--- src/rtl/clk_supervisor_pkg.sv ---
/*
 Constants for the PLL watchdog and fractional clock generator block:
 register offsets, reset values, field layout, timing counts and the
 watchdog state type. Assumes a 40 MHz system clock.
*/
package clk_supervisor_pkg;
   // Register offsets on the control port
   localparam logic [15:0] WD_CTRL_ADDR = 16'hf006;
   localparam logic [15:0] GEN1_DEN_ADDR = 16'hf020;
   localparam logic [15:0] GEN1_NUM_ADDR = 16'hf021;
   localparam logic [15:0] GEN2_DEN_ADDR = 16'hf022;
   localparam logic [15:0] GEN2_NUM_ADDR = 16'hf023;
   localparam logic [15:0] GEN3_DEN_ADDR = 16'hf024;
   localparam logic [15:0] GEN3_NUM_ADDR = 16'hf025;
   localparam logic [15:0] GEN3_SRC_ADDR = 16'hf026;
   localparam logic [15:0] WD_STATUS_ADDR = 16'hf0f0;
   // Field layout
   localparam int ADDR_W = 16;
   localparam int DATA_W = 16;
   localparam int SMALL_W = 9;
   localparam int WD_EN_BIT = 0;
   localparam int GEN3_EXT_BIT = 4;
   localparam int PIN_SEL_W = 4;
   localparam int PIN_COUNT = 16;
   localparam int ACC_W = 17;
   localparam int EXT_ACC_W = 18;
   localparam int EVENT_W = 8;
   // Reset values
   localparam logic WD_EN_RST = 1'h1;
   localparam logic [8:0] GEN1_DEN_RST = 9'h006;
   localparam logic [8:0] GEN1_NUM_RST = 9'h001;
   localparam logic [8:0] GEN2_DEN_RST = 9'h009;
   localparam logic [8:0] GEN2_NUM_RST = 9'h001;
   localparam logic [15:0] GEN3_DEN_RST = 16'h0000;
   localparam logic [15:0] GEN3_NUM_RST = 16'h0000;
   localparam logic GEN3_EXT_RST = 1'h0;
   localparam logic [3:0] GEN3_PIN_RST = 4'he;
   // External reference scaling: output = fref * N / 1024
   localparam logic [16:0] EXT_SCALE = 17'h00400;
   // Timing: PLL reset pulse of at least 1000 ns at 40 MHz
   localparam int CLK_FREQ_KHZ = 40000;
   localparam int PLL_RST_NS = 1000;
   localparam int PLL_RST_CYCLES = (PLL_RST_NS * CLK_FREQ_KHZ + 999999) / 1000000;
   // Watchdog states
   typedef enum logic [1:0] {WD_WAIT_LOCK, WD_LOCKED, WD_RESETTING} wd_state_t;
endpackage

--- src/rtl/clk_supervisor.sv ---
/*
 PLL watchdog and three fractional clock generators with their control
 registers. Assumes one 40 MHz system clock, a PLL lock level and up to
 sixteen reference pins arriving asynchronously, and a register master
 on the same clock that never issues read and write together.
*/
//
// Behaviour
// - Enabled watchdog resets PLL on instability
// - After reset PLL relocks, settings kept
// - Watchdog enable bit 0, resets to one
// - Gen1 denominator nine bits, resets six
// - Gen1 numerator nine bits, resets one
// - Gen2 denominator nine bits, resets nine
// - Gen2 numerator nine bits, resets one
// - Gen3 denominator sixteen bits, resets zero
// - Gen3 numerator sixteen bits, resets zero
// - Gen3 reference: PLL clock or external
// - External reference: rate fref*N/1024, M ignored
// - Four-bit pin select resets to receiver
`timescale 1ns/1ps
module clk_supervisor (
   // Clock and reset
   input wire logic ref_clk_in,
   input wire logic srst_in,
   // Register port
   input wire logic [clk_supervisor_pkg::ADDR_W-1:0] addr_in,
   input wire logic [clk_supervisor_pkg::DATA_W-1:0] wr_data_in,
   input wire logic wr_in,
   input wire logic rd_in,
   output logic [clk_supervisor_pkg::DATA_W-1:0] rd_data_out,
   // PLL supervision
   input wire logic pll_lock_in,
   output logic pll_reset_out,
   // External references, multipurpose pins and receiver
   input wire logic [clk_supervisor_pkg::PIN_COUNT-1:0] ext_ref_in,
   // Base rate ticks of the three generators
   output logic gen1_tick_out,
   output logic gen2_tick_out,
   output logic gen3_tick_out
);
   import clk_supervisor_pkg::*;

   localparam logic [7:0] RST_LAST = 8'(PLL_RST_CYCLES - 1);

   ////////////////////////////////////////////////////////////////////
   // State
   ////////////////////////////////////////////////////////////////////
   typedef struct packed {
      wd_state_t wd_state;
      logic [7:0] rst_cnt;
      logic [EVENT_W-1:0] wd_events;
      logic wd_en;
      logic [SMALL_W-1:0] gen1_denominator;
      logic [SMALL_W-1:0] gen1_numerator;
      logic [SMALL_W-1:0] gen2_denominator;
      logic [SMALL_W-1:0] gen2_numerator;
      logic [15:0] gen3_denominator;
      logic [15:0] gen3_numerator;
      logic gen3_external_ref_select;
      logic [PIN_SEL_W-1:0] gen3_ref_pin_select;
      logic lock_s1;
      logic lock_s2;
      logic [PIN_COUNT-1:0] ref_s1;
      logic [PIN_COUNT-1:0] ref_s2;
      logic [PIN_COUNT-1:0] ref_s3;
      logic [ACC_W-1:0] acc1;
      logic [ACC_W-1:0] acc2;
      logic [EXT_ACC_W-1:0] acc3;
      logic tick1;
      logic tick2;
      logic tick3;
      logic pll_rst;
      logic [DATA_W-1:0] rd_data;
   } state_t;

   state_t st_r;
   state_t st_nxt;

   ////////////////////////////////////////////////////////////////////
   // Helpers
   ////////////////////////////////////////////////////////////////////
   // One step of a rate divider: tick, remainder
   function automatic logic [ACC_W:0] frac_step(input logic [ACC_W-1:0] acc,
                                                 input logic [ACC_W-1:0] num,
                                                 input logic [ACC_W-1:0] den);
      logic [ACC_W:0] sum;
      sum = {1'b0, acc} + {1'b0, num};
      if (den == '0) begin
         // Zero denominator halts the generator
         frac_step = '0;
      end else if (num >= den) begin
         // Ratio of one or more saturates at a tick each cycle
         frac_step = {1'b1, {ACC_W{1'b0}}};
      end else if (sum >= {1'b0, den}) begin
         frac_step = {1'b1, ACC_W'(sum - {1'b0, den})};
      end else begin
         frac_step = {1'b0, sum[ACC_W-1:0]};
      end
   endfunction

   // Register read mux, unmapped offsets read zero
   function automatic logic [DATA_W-1:0] reg_read(input state_t s, input logic [ADDR_W-1:0] a);
      reg_read = '0;
      unique case (a)
         WD_CTRL_ADDR: reg_read[WD_EN_BIT] = s.wd_en;
         GEN1_DEN_ADDR: reg_read[SMALL_W-1:0] = s.gen1_denominator;
         GEN1_NUM_ADDR: reg_read[SMALL_W-1:0] = s.gen1_numerator;
         GEN2_DEN_ADDR: reg_read[SMALL_W-1:0] = s.gen2_denominator;
         GEN2_NUM_ADDR: reg_read[SMALL_W-1:0] = s.gen2_numerator;
         GEN3_DEN_ADDR: reg_read = s.gen3_denominator;
         GEN3_NUM_ADDR: reg_read = s.gen3_numerator;
         GEN3_SRC_ADDR: reg_read[GEN3_EXT_BIT:0] = {s.gen3_external_ref_select, s.gen3_ref_pin_select};
         WD_STATUS_ADDR: reg_read = {s.wd_events, 6'h00, s.pll_rst, s.lock_s2};
         default: reg_read = '0;
      endcase
   endfunction

   ////////////////////////////////////////////////////////////////////
   // Next state
   ////////////////////////////////////////////////////////////////////
   logic lock_now;
   logic ref_edge;
   logic [ACC_W:0] step1;
   logic [ACC_W:0] step2;
   logic [ACC_W:0] step3;
   logic [EXT_ACC_W-1:0] ext_sum;

   always_comb begin
      st_nxt = st_r;
      lock_now = st_r.lock_s2;
      ref_edge = st_r.ref_s2[st_r.gen3_ref_pin_select] & ~st_r.ref_s3[st_r.gen3_ref_pin_select];

      // Input synchronisers
      st_nxt.lock_s1 = pll_lock_in;
      st_nxt.lock_s2 = st_r.lock_s1;
      st_nxt.ref_s1 = ext_ref_in;
      st_nxt.ref_s2 = st_r.ref_s1;
      st_nxt.ref_s3 = st_r.ref_s2;

      // Register writes, reserved bits dropped
      if (wr_in) begin
         unique case (addr_in)
            WD_CTRL_ADDR: st_nxt.wd_en = wr_data_in[WD_EN_BIT];
            GEN1_DEN_ADDR: st_nxt.gen1_denominator = wr_data_in[SMALL_W-1:0];
            GEN1_NUM_ADDR: st_nxt.gen1_numerator = wr_data_in[SMALL_W-1:0];
            GEN2_DEN_ADDR: st_nxt.gen2_denominator = wr_data_in[SMALL_W-1:0];
            GEN2_NUM_ADDR: st_nxt.gen2_numerator = wr_data_in[SMALL_W-1:0];
            GEN3_DEN_ADDR: st_nxt.gen3_denominator = wr_data_in;
            GEN3_NUM_ADDR: st_nxt.gen3_numerator = wr_data_in;
            GEN3_SRC_ADDR: begin
               st_nxt.gen3_external_ref_select = wr_data_in[GEN3_EXT_BIT];
               st_nxt.gen3_ref_pin_select = wr_data_in[PIN_SEL_W-1:0];
            end
            default: begin
            end
         endcase
      end

      // Read data stands one cycle after the strobe only
      st_nxt.rd_data = rd_in ? reg_read(st_r, addr_in) : '0;

      // Watchdog; it never touches the generator settings
      unique case (st_r.wd_state)
         WD_WAIT_LOCK: begin
            if (lock_now) begin
               st_nxt.wd_state = WD_LOCKED;
            end
         end
         WD_LOCKED: begin
            // Disabled: a lost lock waits here until supervision returns
            if (!lock_now && st_r.wd_en) begin
               st_nxt.wd_state = WD_RESETTING;
               st_nxt.rst_cnt = RST_LAST;
               if (st_r.wd_events != '1) begin
                  st_nxt.wd_events = st_r.wd_events + 1'b1;
               end
            end
         end
         WD_RESETTING: begin
            if (st_r.rst_cnt == '0) begin
               st_nxt.wd_state = WD_WAIT_LOCK;
            end else begin
               st_nxt.rst_cnt = st_r.rst_cnt - 1'b1;
            end
         end
      endcase
      st_nxt.pll_rst = (st_nxt.wd_state == WD_RESETTING);

      // Generators 1 and 2 from the system clock
      step1 = frac_step(st_r.acc1, ACC_W'(st_r.gen1_numerator), ACC_W'(st_r.gen1_denominator));
      step2 = frac_step(st_r.acc2, ACC_W'(st_r.gen2_numerator), ACC_W'(st_r.gen2_denominator));
      st_nxt.tick1 = step1[ACC_W];
      st_nxt.acc1 = step1[ACC_W-1:0];
      st_nxt.tick2 = step2[ACC_W];
      st_nxt.acc2 = step2[ACC_W-1:0];

      // Generator 3 from the system clock or an external edge
      step3 = frac_step(st_r.acc3[ACC_W-1:0], ACC_W'(st_r.gen3_numerator), ACC_W'(st_r.gen3_denominator));
      ext_sum = st_r.acc3 + (ref_edge ? EXT_ACC_W'(st_r.gen3_numerator) : '0);
      if (st_r.gen3_external_ref_select) begin
         // Denominator unused; pending ticks drain one per cycle
         if (ext_sum >= EXT_ACC_W'(EXT_SCALE)) begin
            st_nxt.tick3 = 1'b1;
            st_nxt.acc3 = ext_sum - EXT_ACC_W'(EXT_SCALE);
         end else begin
            st_nxt.tick3 = 1'b0;
            st_nxt.acc3 = ext_sum;
         end
      end else begin
         st_nxt.tick3 = step3[ACC_W];
         st_nxt.acc3 = EXT_ACC_W'(step3[ACC_W-1:0]);
      end
   end

   ////////////////////////////////////////////////////////////////////
   // State register
   ////////////////////////////////////////////////////////////////////
   always_ff @(posedge ref_clk_in) begin
      if (srst_in) begin
         st_r <= '0;
         st_r.wd_state <= WD_WAIT_LOCK;
         st_r.wd_en <= WD_EN_RST;
         st_r.gen1_denominator <= GEN1_DEN_RST;
         st_r.gen1_numerator <= GEN1_NUM_RST;
         st_r.gen2_denominator <= GEN2_DEN_RST;
         st_r.gen2_numerator <= GEN2_NUM_RST;
         st_r.gen3_denominator <= GEN3_DEN_RST;
         st_r.gen3_numerator <= GEN3_NUM_RST;
         st_r.gen3_external_ref_select <= GEN3_EXT_RST;
         st_r.gen3_ref_pin_select <= GEN3_PIN_RST;
      end else begin
         st_r <= st_nxt;
      end
   end

   // Outputs straight from the state register
   assign rd_data_out = st_r.rd_data;
   assign pll_reset_out = st_r.pll_rst;
   assign gen1_tick_out = st_r.tick1;
   assign gen2_tick_out = st_r.tick2;
   assign gen3_tick_out = st_r.tick3;

   // Length of the current reset pulse
   logic [7:0] pulse_len_r;
   always_ff @(posedge ref_clk_in) begin
      if (srst_in || !st_r.pll_rst) begin
         pulse_len_r <= '0;
      end else begin
         pulse_len_r <= pulse_len_r + 1'b1;
      end
   end
endmodule

--- config.mk ---
export PLATFORM = sky130hd
export DESIGN_NAME = clk_supervisor
export DESIGN_NICKNAME = d
export VERILOG_FILES = /design/src/rtl/clk_supervisor_pkg.sv /design/src/rtl/clk_supervisor.sv
export SDC_FILE = /design/constraint.sdc
export NUM_CORES = 1
export LEC_CHECK = 0
export BUFFER_PORTS_ARGS = -buffer_cell sky130_fd_sc_hd__buf_2
export CAP_MARGIN = 10
export CORE_UTILIZATION = 65
export DETAILED_ROUTE_END_ITERATION = 12
export GPL_ROUTABILITY_DRIVEN = 0
export PLACE_DENSITY = 0.84
export SLEW_MARGIN = 20
export SYNTH_ARGS = -nofsm -noshare
export SYNTH_HDL_FRONTEND = slang
export SYNTH_SLANG_ARGS = --single-unit
--- constraint.sdc ---
create_clock -name ref_clk_in -period 8.41 [get_ports ref_clk_in]
set_input_delay 1.2615 -clock ref_clk_in [delete_from_list [all_inputs] [get_ports ref_clk_in]]
set_output_delay 1.2615 -clock ref_clk_in [all_outputs]
set_load 0.01 [all_outputs]
# Word level (Yosys, flattened, before mapping)

Cells that the tools add are included.

Bitwise logic cells: 4
Order comparisons: 8
Mux-type cells: 27
Reductions and logical operators: 24
Equal/unequal tests: 15
Add/sub/neg operators: 10

Operators with widths:

| operator               | count |
|---|---|
| $mux 18                | 9 |
| $eq 16x16->1 const B   | 9 |
| $add 17x9->18          | 2 |
| $ge 18x9->1            | 2 |
| $sub 17x9->17          | 2 |
| $pmux 4 s8             | 1 |
| $pmux 4 s7             | 1 |
| $pmux 7 s3             | 1 |
| $add 17x16->18         | 1 |
| $add 18x16->18         | 1 |
| $ge 18x11->1 const B   | 1 |
| $ge 18x16->1           | 1 |
| $ge 9x9->1             | 2 |
| $logic_not 9->1        | 2 |
| $sub 18x11->18 const B | 1 |
| $mux 17                | 1 |
| $sub 17x16->17         | 1 |
| $ge 16x16->1           | 1 |
| $logic_not 16->1       | 1 |
| $mux 16                | 1 |
| $mux 8                 | 2 |
| $pmux 8 s2             | 1 |
| $reduce_and 2->1       | 8 |
| $pmux 1 s9             | 1 |
| 21 further kinds       | 35 |

Input port bits: 53
Register bits: 214
Word-level logic and storage cells: 114
Output and inout bits: 20

# Logic depth before layout (Yosys ltp)

Depth after elaboration: 9
Mapped depth: 21
Mapped depth without buffers: 19

# Least setup slack after synthesis

Ideal clock, no wire load.

Kind: register to register
Start: register st_r[123] (netlist name)
End: register st_r[34] (netlist name)
Cell stages (with the launch flop): 20
Period minus slack after synthesis: 4.745 ns
Arrival time: 4.653 ns
Buffers on the path: 2
Path slack: 3.665 ns
Required time: 8.318 ns
Library setup time: 0.092 ns
Path through: dfxtp_1 > clkbuf_1 > o32ai_1 > mux4_2 > o21a_1 > clkbuf_1 > and2_1 > ha_1 > fa_1 > a21o_2 > nand4_1 > a21boi_2 > o31ai_4 > xnor2_1 > ha_1 > nand4_1 > or4_1 > o31ai_1 > nor3_1 > o32ai_1

Longest elaborated chain between the ends: 9
Elaborated cells between the ends (all ways): 12
Those cells by class: add/sub (2); order compare (1); mux (7); bitwise (2)

Ends and longest elaborated chain:

| element                                        | RTL line                                     | source |
|---|---|---|
| from (decl)                                    | clk_supervisor.sv:77                         | `state_t st_r;` |
| from (signal assigned)                         | clk_supervisor.sv:233                        | `st_r <= st_nxt;` |
| $bmux 1 s4                                     | clk_supervisor.sv:132                        | `ref_edge = st_r.ref_s2[st_r.gen3_ref_pin_select] & ~st_r.ref_s3[st_r.gen3_ref_pin_select];` |
| $mux 1 (implied by the code)                   | clk_supervisor.sv:132                        |  |
| $not 1->1                                      | clk_supervisor.sv:132                        |  |
| $and 1x1->1 (*)                                | clk_supervisor.sv:132                        |  |
| $mux 16 (*)                                    | clk_supervisor.sv:200                        | `ext_sum = st_r.acc3 + (ref_edge ? EXT_ACC_W'(st_r.gen3_numerator) : '0);` |
| $add 18x16->18 (*)                             | clk_supervisor.sv:200                        |  |
| $sub 18x11->18 or $ge 18x11->1 (tied branches) | clk_supervisor.sv:205, clk_supervisor.sv:203 |  |
| $mux 18 (*)                                    | clk_supervisor.sv:203                        | `if (ext_sum >= EXT_ACC_W'(EXT_SCALE)) begin` |
| $mux 17 (*)                                    | clk_supervisor.sv:201                        | `if (st_r.gen3_external_ref_select) begin` |

Every way passes the cells marked *; elsewhere a longest branch is shown, timed or not. The select of a mux whose other input is x is not followed.
A chain may end at the register's enable or synchronous reset.

# Final worst setup path

Start: register st_r[123] (netlist name)
End: register st_r[37] (netlist name)

Longest elaborated chain between the ends: 8
Elaborated cells between the ends (all ways): 11
Those cells by class: add/sub (2); order compare (1); mux (6); bitwise (2)

Ends and longest elaborated chain:

| element                                        | RTL line |
|---|---|
| $bmux 1 s4                                     | clk_supervisor.sv:132 |
| $mux 1 (implied by the code)                   | clk_supervisor.sv:132 |
| $not 1->1                                      | clk_supervisor.sv:132 |
| $and 1x1->1 (*)                                | clk_supervisor.sv:132 |
| $mux 16 (*)                                    | clk_supervisor.sv:200 |
| $add 18x16->18 (*)                             | clk_supervisor.sv:200 |
| $sub 18x11->18 or $ge 18x11->1 (tied branches) | clk_supervisor.sv:205, clk_supervisor.sv:203 |
| $mux 18 (*)                                    | clk_supervisor.sv:203 |

Marks and branches as above.

==> key figures <==
Die
  – Area of the die: 22000 µm²
  – Core area: 21000 µm²
  – I/O pin count: 73
  – Initial core utilization: 66.3%
  – Row cnt: 53
  – Die height: 148 µm
  – Die W: 148 µm

Yosys
  – Mapped Cells: 1682
  – XOR/XNOR Fraction of Synth Area: 5.84%
  – Share of the synthesized area in the top cell type: 30.7%
  – Biggest area consumer among synthesized cells: dfxtp_1
  – Post-synth net total: 1865
  – Post-Synth Adder-Cell Area: 12.0%
  – Synthesized area: 13900 µm²
  – Post-synthesis simple-gate area fraction: 20.6%
  – Async SR Flop Fraction: 0%
  – Sequential-to-total area share from yosys stat: 30.7%
  – Syn_area_per_cell: 8.29 µm²
  – Post-synth EDFFs: 0
  – Leading register cell type out of synthesis: dfxtp_1
  – Synth cell types: 80
  – Compound-Gate Fraction of Synth Area: 21.3%
  – Multiplexer share of the synthesized area: 5.00%
  – Largest family of logic cells by synthesized area: compound AO/OA/AOI/OAI gates
  – Seq cells post-synth: 214
  – Synth top area cells: dfxtp_1, ha_1, a21oi_1
  – Yosys warns: 0

Setup path
  – Worst path cell trace: o32ai_1 -> mux4_2 -> o21a_1 -> and2_1 -> ha_1 -> fa_1 -> a21o_2 -> nand4_1 -> a21boi_2 -> o31ai_4 -> xnor2_1 -> ha_1 -> nand4_1 -> or4_1 -> o31ai_1 -> o31ai_1 -> nor3b_1
  – CP max FO: 16
  – Worst Path Class, Setup: flip-flop to flip-flop
  – Max stage delay on crit path: 0.54 ns
  – Critical-path top delay cell: dfxtp_1
  – Buf/Inv on CP: 0
  – CP startpoint kind: flip-flop
  – Cell family with most CP delay: compound AO/OA/AOI/OAI gates
  – Critical path arrival: 5.82 ns
  – Worst setup EP type: flip-flop
  – Worst Path Required: 8.85 ns

Hold path
  – Hold/Removal Path Class: flip-flop to flip-flop

Route
  – Final ANT Viol Nets: 0
  – DRC: 1
  – Via density: 6.30
  – Number of iterations in the first detailed-routing pass: 12
  – Routed wire length per instance: 17.9 µm
  – Drt initial violations: 1064
  – Total number of vias: 12700
  – Drt total wl: 36000 µm

Timing
  – Unrepaired setup endpoints after global routing: no
  – Slew headroom: 26.5%
  – Worst Skew: 0.0191 ns
  – Final Hold Violating Endpoints: 0
  – Final setup TNS: 0 ns
  – Setup WS post-layout: 3.03 ns
  – Minimum clock period: 5.38 ns
  – Hold slack final: 0.432 ns
  – Slew @ Worst Pin: 1.10 ns
  – Final setup viols: 0
  – Final worst-path cycle share: 64.0%
  – Max-slew violations: 0
  – Achievable frequency: 186 MHz

Clock tree
  – CTS Buf Count: 23
  – Clock Sinks: 214
  – Resize count post-CTS: 0
  – CTS Root Cell: clkbuf_16
  – Clock Latency Late Sink: 0.52 ns
  – CTS Buffer Depth: 3
  – CTS Hold Bufs: 0
  – H-tree levels: 1
  – Setup Buffers After CTS: 0
  – CTS tree: yes
  – Clock transition at path regs: 0.06 ns

Global route
  – Largest net degree at the start of global routing: 105
  – First-pass GRT wire length: 58000 µm
  – Global route total overflow: 0
  – Vias in the first global route: 12000
  – Tot GR Track Use: 32.3%
  – Initial antenna violation count: 0

Outcome
  – Status: finished with violations
  – Failing checks: design-rule violations

Layout
  – Register area: 4280 µm²
  – Post-route cell area: 15200 µm²
  – Fillers: 1590
  – Antenna Diode Count: 0
  – Fin nets: 1903
  – Layout cells sized above 1: 8.47%
  – Area occupied by multi-input gates: 9040 µm²
  – Area Overhead vs Synth: 9.09%

Run
  – Number of max-cap violations: 0

Power and ir drop
  – Worst vdd ir: 0.000219 V
  – Power Dens Cells: 220 nW/µm²
  – Sequential power share: 34.4%
  – P_int: 2.25 mW
  – Sw Share: 32.8%
  – Leakage: 6.45 nW
  – P_sw: 1.09 mW
  – Clock share of power: 32.9%
  – Gate power share: 32.6%

Placement
  – Worst slack at placement: 3.15 ns
  – Port-buffer cells: 72
  – Post-Place Cell Area: 14400 µm²
  – Dpl hpwl: 26500 µm
metrics by stage:
step	power [mW]	util [%]	instances
2_1_floorplan	2.02	-	1682
3_3_place_gp	2.20	68.4	1970
3_5_place_dp	2.24	68.4	1970
4_1_cts	3.34	72.4	2011
5_1_grt	3.52	72.4	2011
6_report	3.34	72.4	2011
logic make-up (layout without fill, tap and decap cells):
logic type                 count (synthesis)  after routing
muxes                                     57             57
adders and majority gates                130            130
DFF                                      214            214
AOI/OAI and AO/OA                        448            448
and+or+nand+nor                          594            594
xor gates and xnor gates                  93             93
buffers and inverters                    146            200
state kept, by name (all words and copies together) (netlist names):
name           flops
st_r             160
st_nxt            33
rd_data_out       16
gen1_tick_out      1
gen2_tick_out      1
gen3_tick_out      1
lock_now           1
pll_reset_out      1
worst register-to-register path, cell delays in order (launching register included):
cell	delay (ns)
dfxtp_1	0.54
o32ai_1	0.15
mux4_2	0.47
o21a_1	0.40
and2_1	0.28
ha_1	0.23
fa_1	0.42
a21o_2	0.24
nand4_1	0.12
a21boi_2	0.10
o31ai_4	0.23
xnor2_1	0.26
ha_1	0.23
nand4_1	0.07
or4_1	0.54
o31ai_1	0.54
o31ai_1	0.24
nor3b_1	0.24
power by group through the flow:
| stage | registers (mW) | clock network, mW | logic (mW) |
|---|---|---|---|
| 2_1_floorplan | 1.15 | 0 | 0.871 |
| 3_3_place_gp | 1.17 | 0 | 1.04 |
| 3_5_place_dp | 1.17 | 0 | 1.07 |
| 4_1_cts | 1.15 | 1.11 | 1.08 |
| 5_1_grt | 1.16 | 1.15 | 1.21 |
| 6_report | 1.15 | 1.10 | 1.09 |
path summary, 6_finish.rpt:
kind	start	to	slack (ns)	cells after the start
max	st_r[123]	st_r[37]	3.03	17
min	st_nxt[96]	st_nxt[80]	0.43	1
max reg2reg	st_r[123]	st_r[37]	3.03	17
min reg2reg	st_nxt[96]	st_nxt[80]	0.43	1
routing by layer:
metal | track usage (%) | vias to the layer above | routed length, µm
met3 | 4.72 | 95 | 3060
met4 | 12.1 | 0 | 1170
met1 | 42.4 | 5889 | 15100
met2 | 53.8 | 542 | 16700
met5 | 0 | - | 0
li1 | - | 6144 | -
final cells by class:
cell class	instances	area share, %
clock buffers	33	4.49
clock inverters	8	0.979
inverters	80	1.97
multi-input cells	1322	59.4
flip-flops and latches	214	28.2
well taps	275	2.26
repair buffers	79	2.73
layout by cell type (no fill, tap or decap), types with 5 or more instances in the layout:
cell type and count:
a211o_1 14, a211oi_1 31, a21o_1 44, a21oi_1 146, a222oi_1 13, a22oi_1 5
a31oi_1 6, and2_1 27, and3_1 15, buf_2 71, buf_4 8, clkbuf_16 23
clkbuf_8 7, dfxtp_1 214, fa_1 7, ha_1 123, inv_1 80, mux2i_1 46
mux4_2 10, nand2_1 174, nand2b_1 17, nand3_1 18, nand4_1 24, nor2_1 158
nor2b_1 59, nor3_1 39, nor3b_1 5, nor4_1 19, o211ai_1 18, o21a_1 19
o21ai_0 66, o21bai_1 13, o31a_1 7, o31ai_1 5, o32ai_1 7, or3_1 17
or4_1 5, xnor2_1 66, xor2_1 27
synth_stat cells (all sizes together) (5+ instances only):
| library cell | n |
|---|---|
| a211o | 14 |
| a211oi | 32 |
| a21o | 45 |
| a21oi | 147 |
| a222oi | 13 |
| a22oi | 5 |
| a31oi | 6 |
| and2 | 27 |
| and3 | 17 |
| buf | 28 |
| clkbuf | 38 |
| dfxtp | 214 |
| fa | 7 |
| ha | 123 |
| inv | 80 |
| mux2i | 46 |
| mux4 | 10 |
| nand2 | 174 |
| nand2b | 17 |
| nand3 | 18 |
| nand4 | 24 |
| nor2 | 159 |
| nor2b | 60 |
| nor3 | 39 |
| nor3b | 5 |
| nor4 | 20 |
| o211ai | 18 |
| o21a | 19 |
| o21ai | 70 |
| o21bai | 13 |
| o31a | 7 |
| o31ai | 6 |
| o32ai | 7 |
| or3 | 18 |
| or4 | 5 |
| xnor2 | 66 |
| xor2 | 27 |
(Power assumes the default switching activity.)
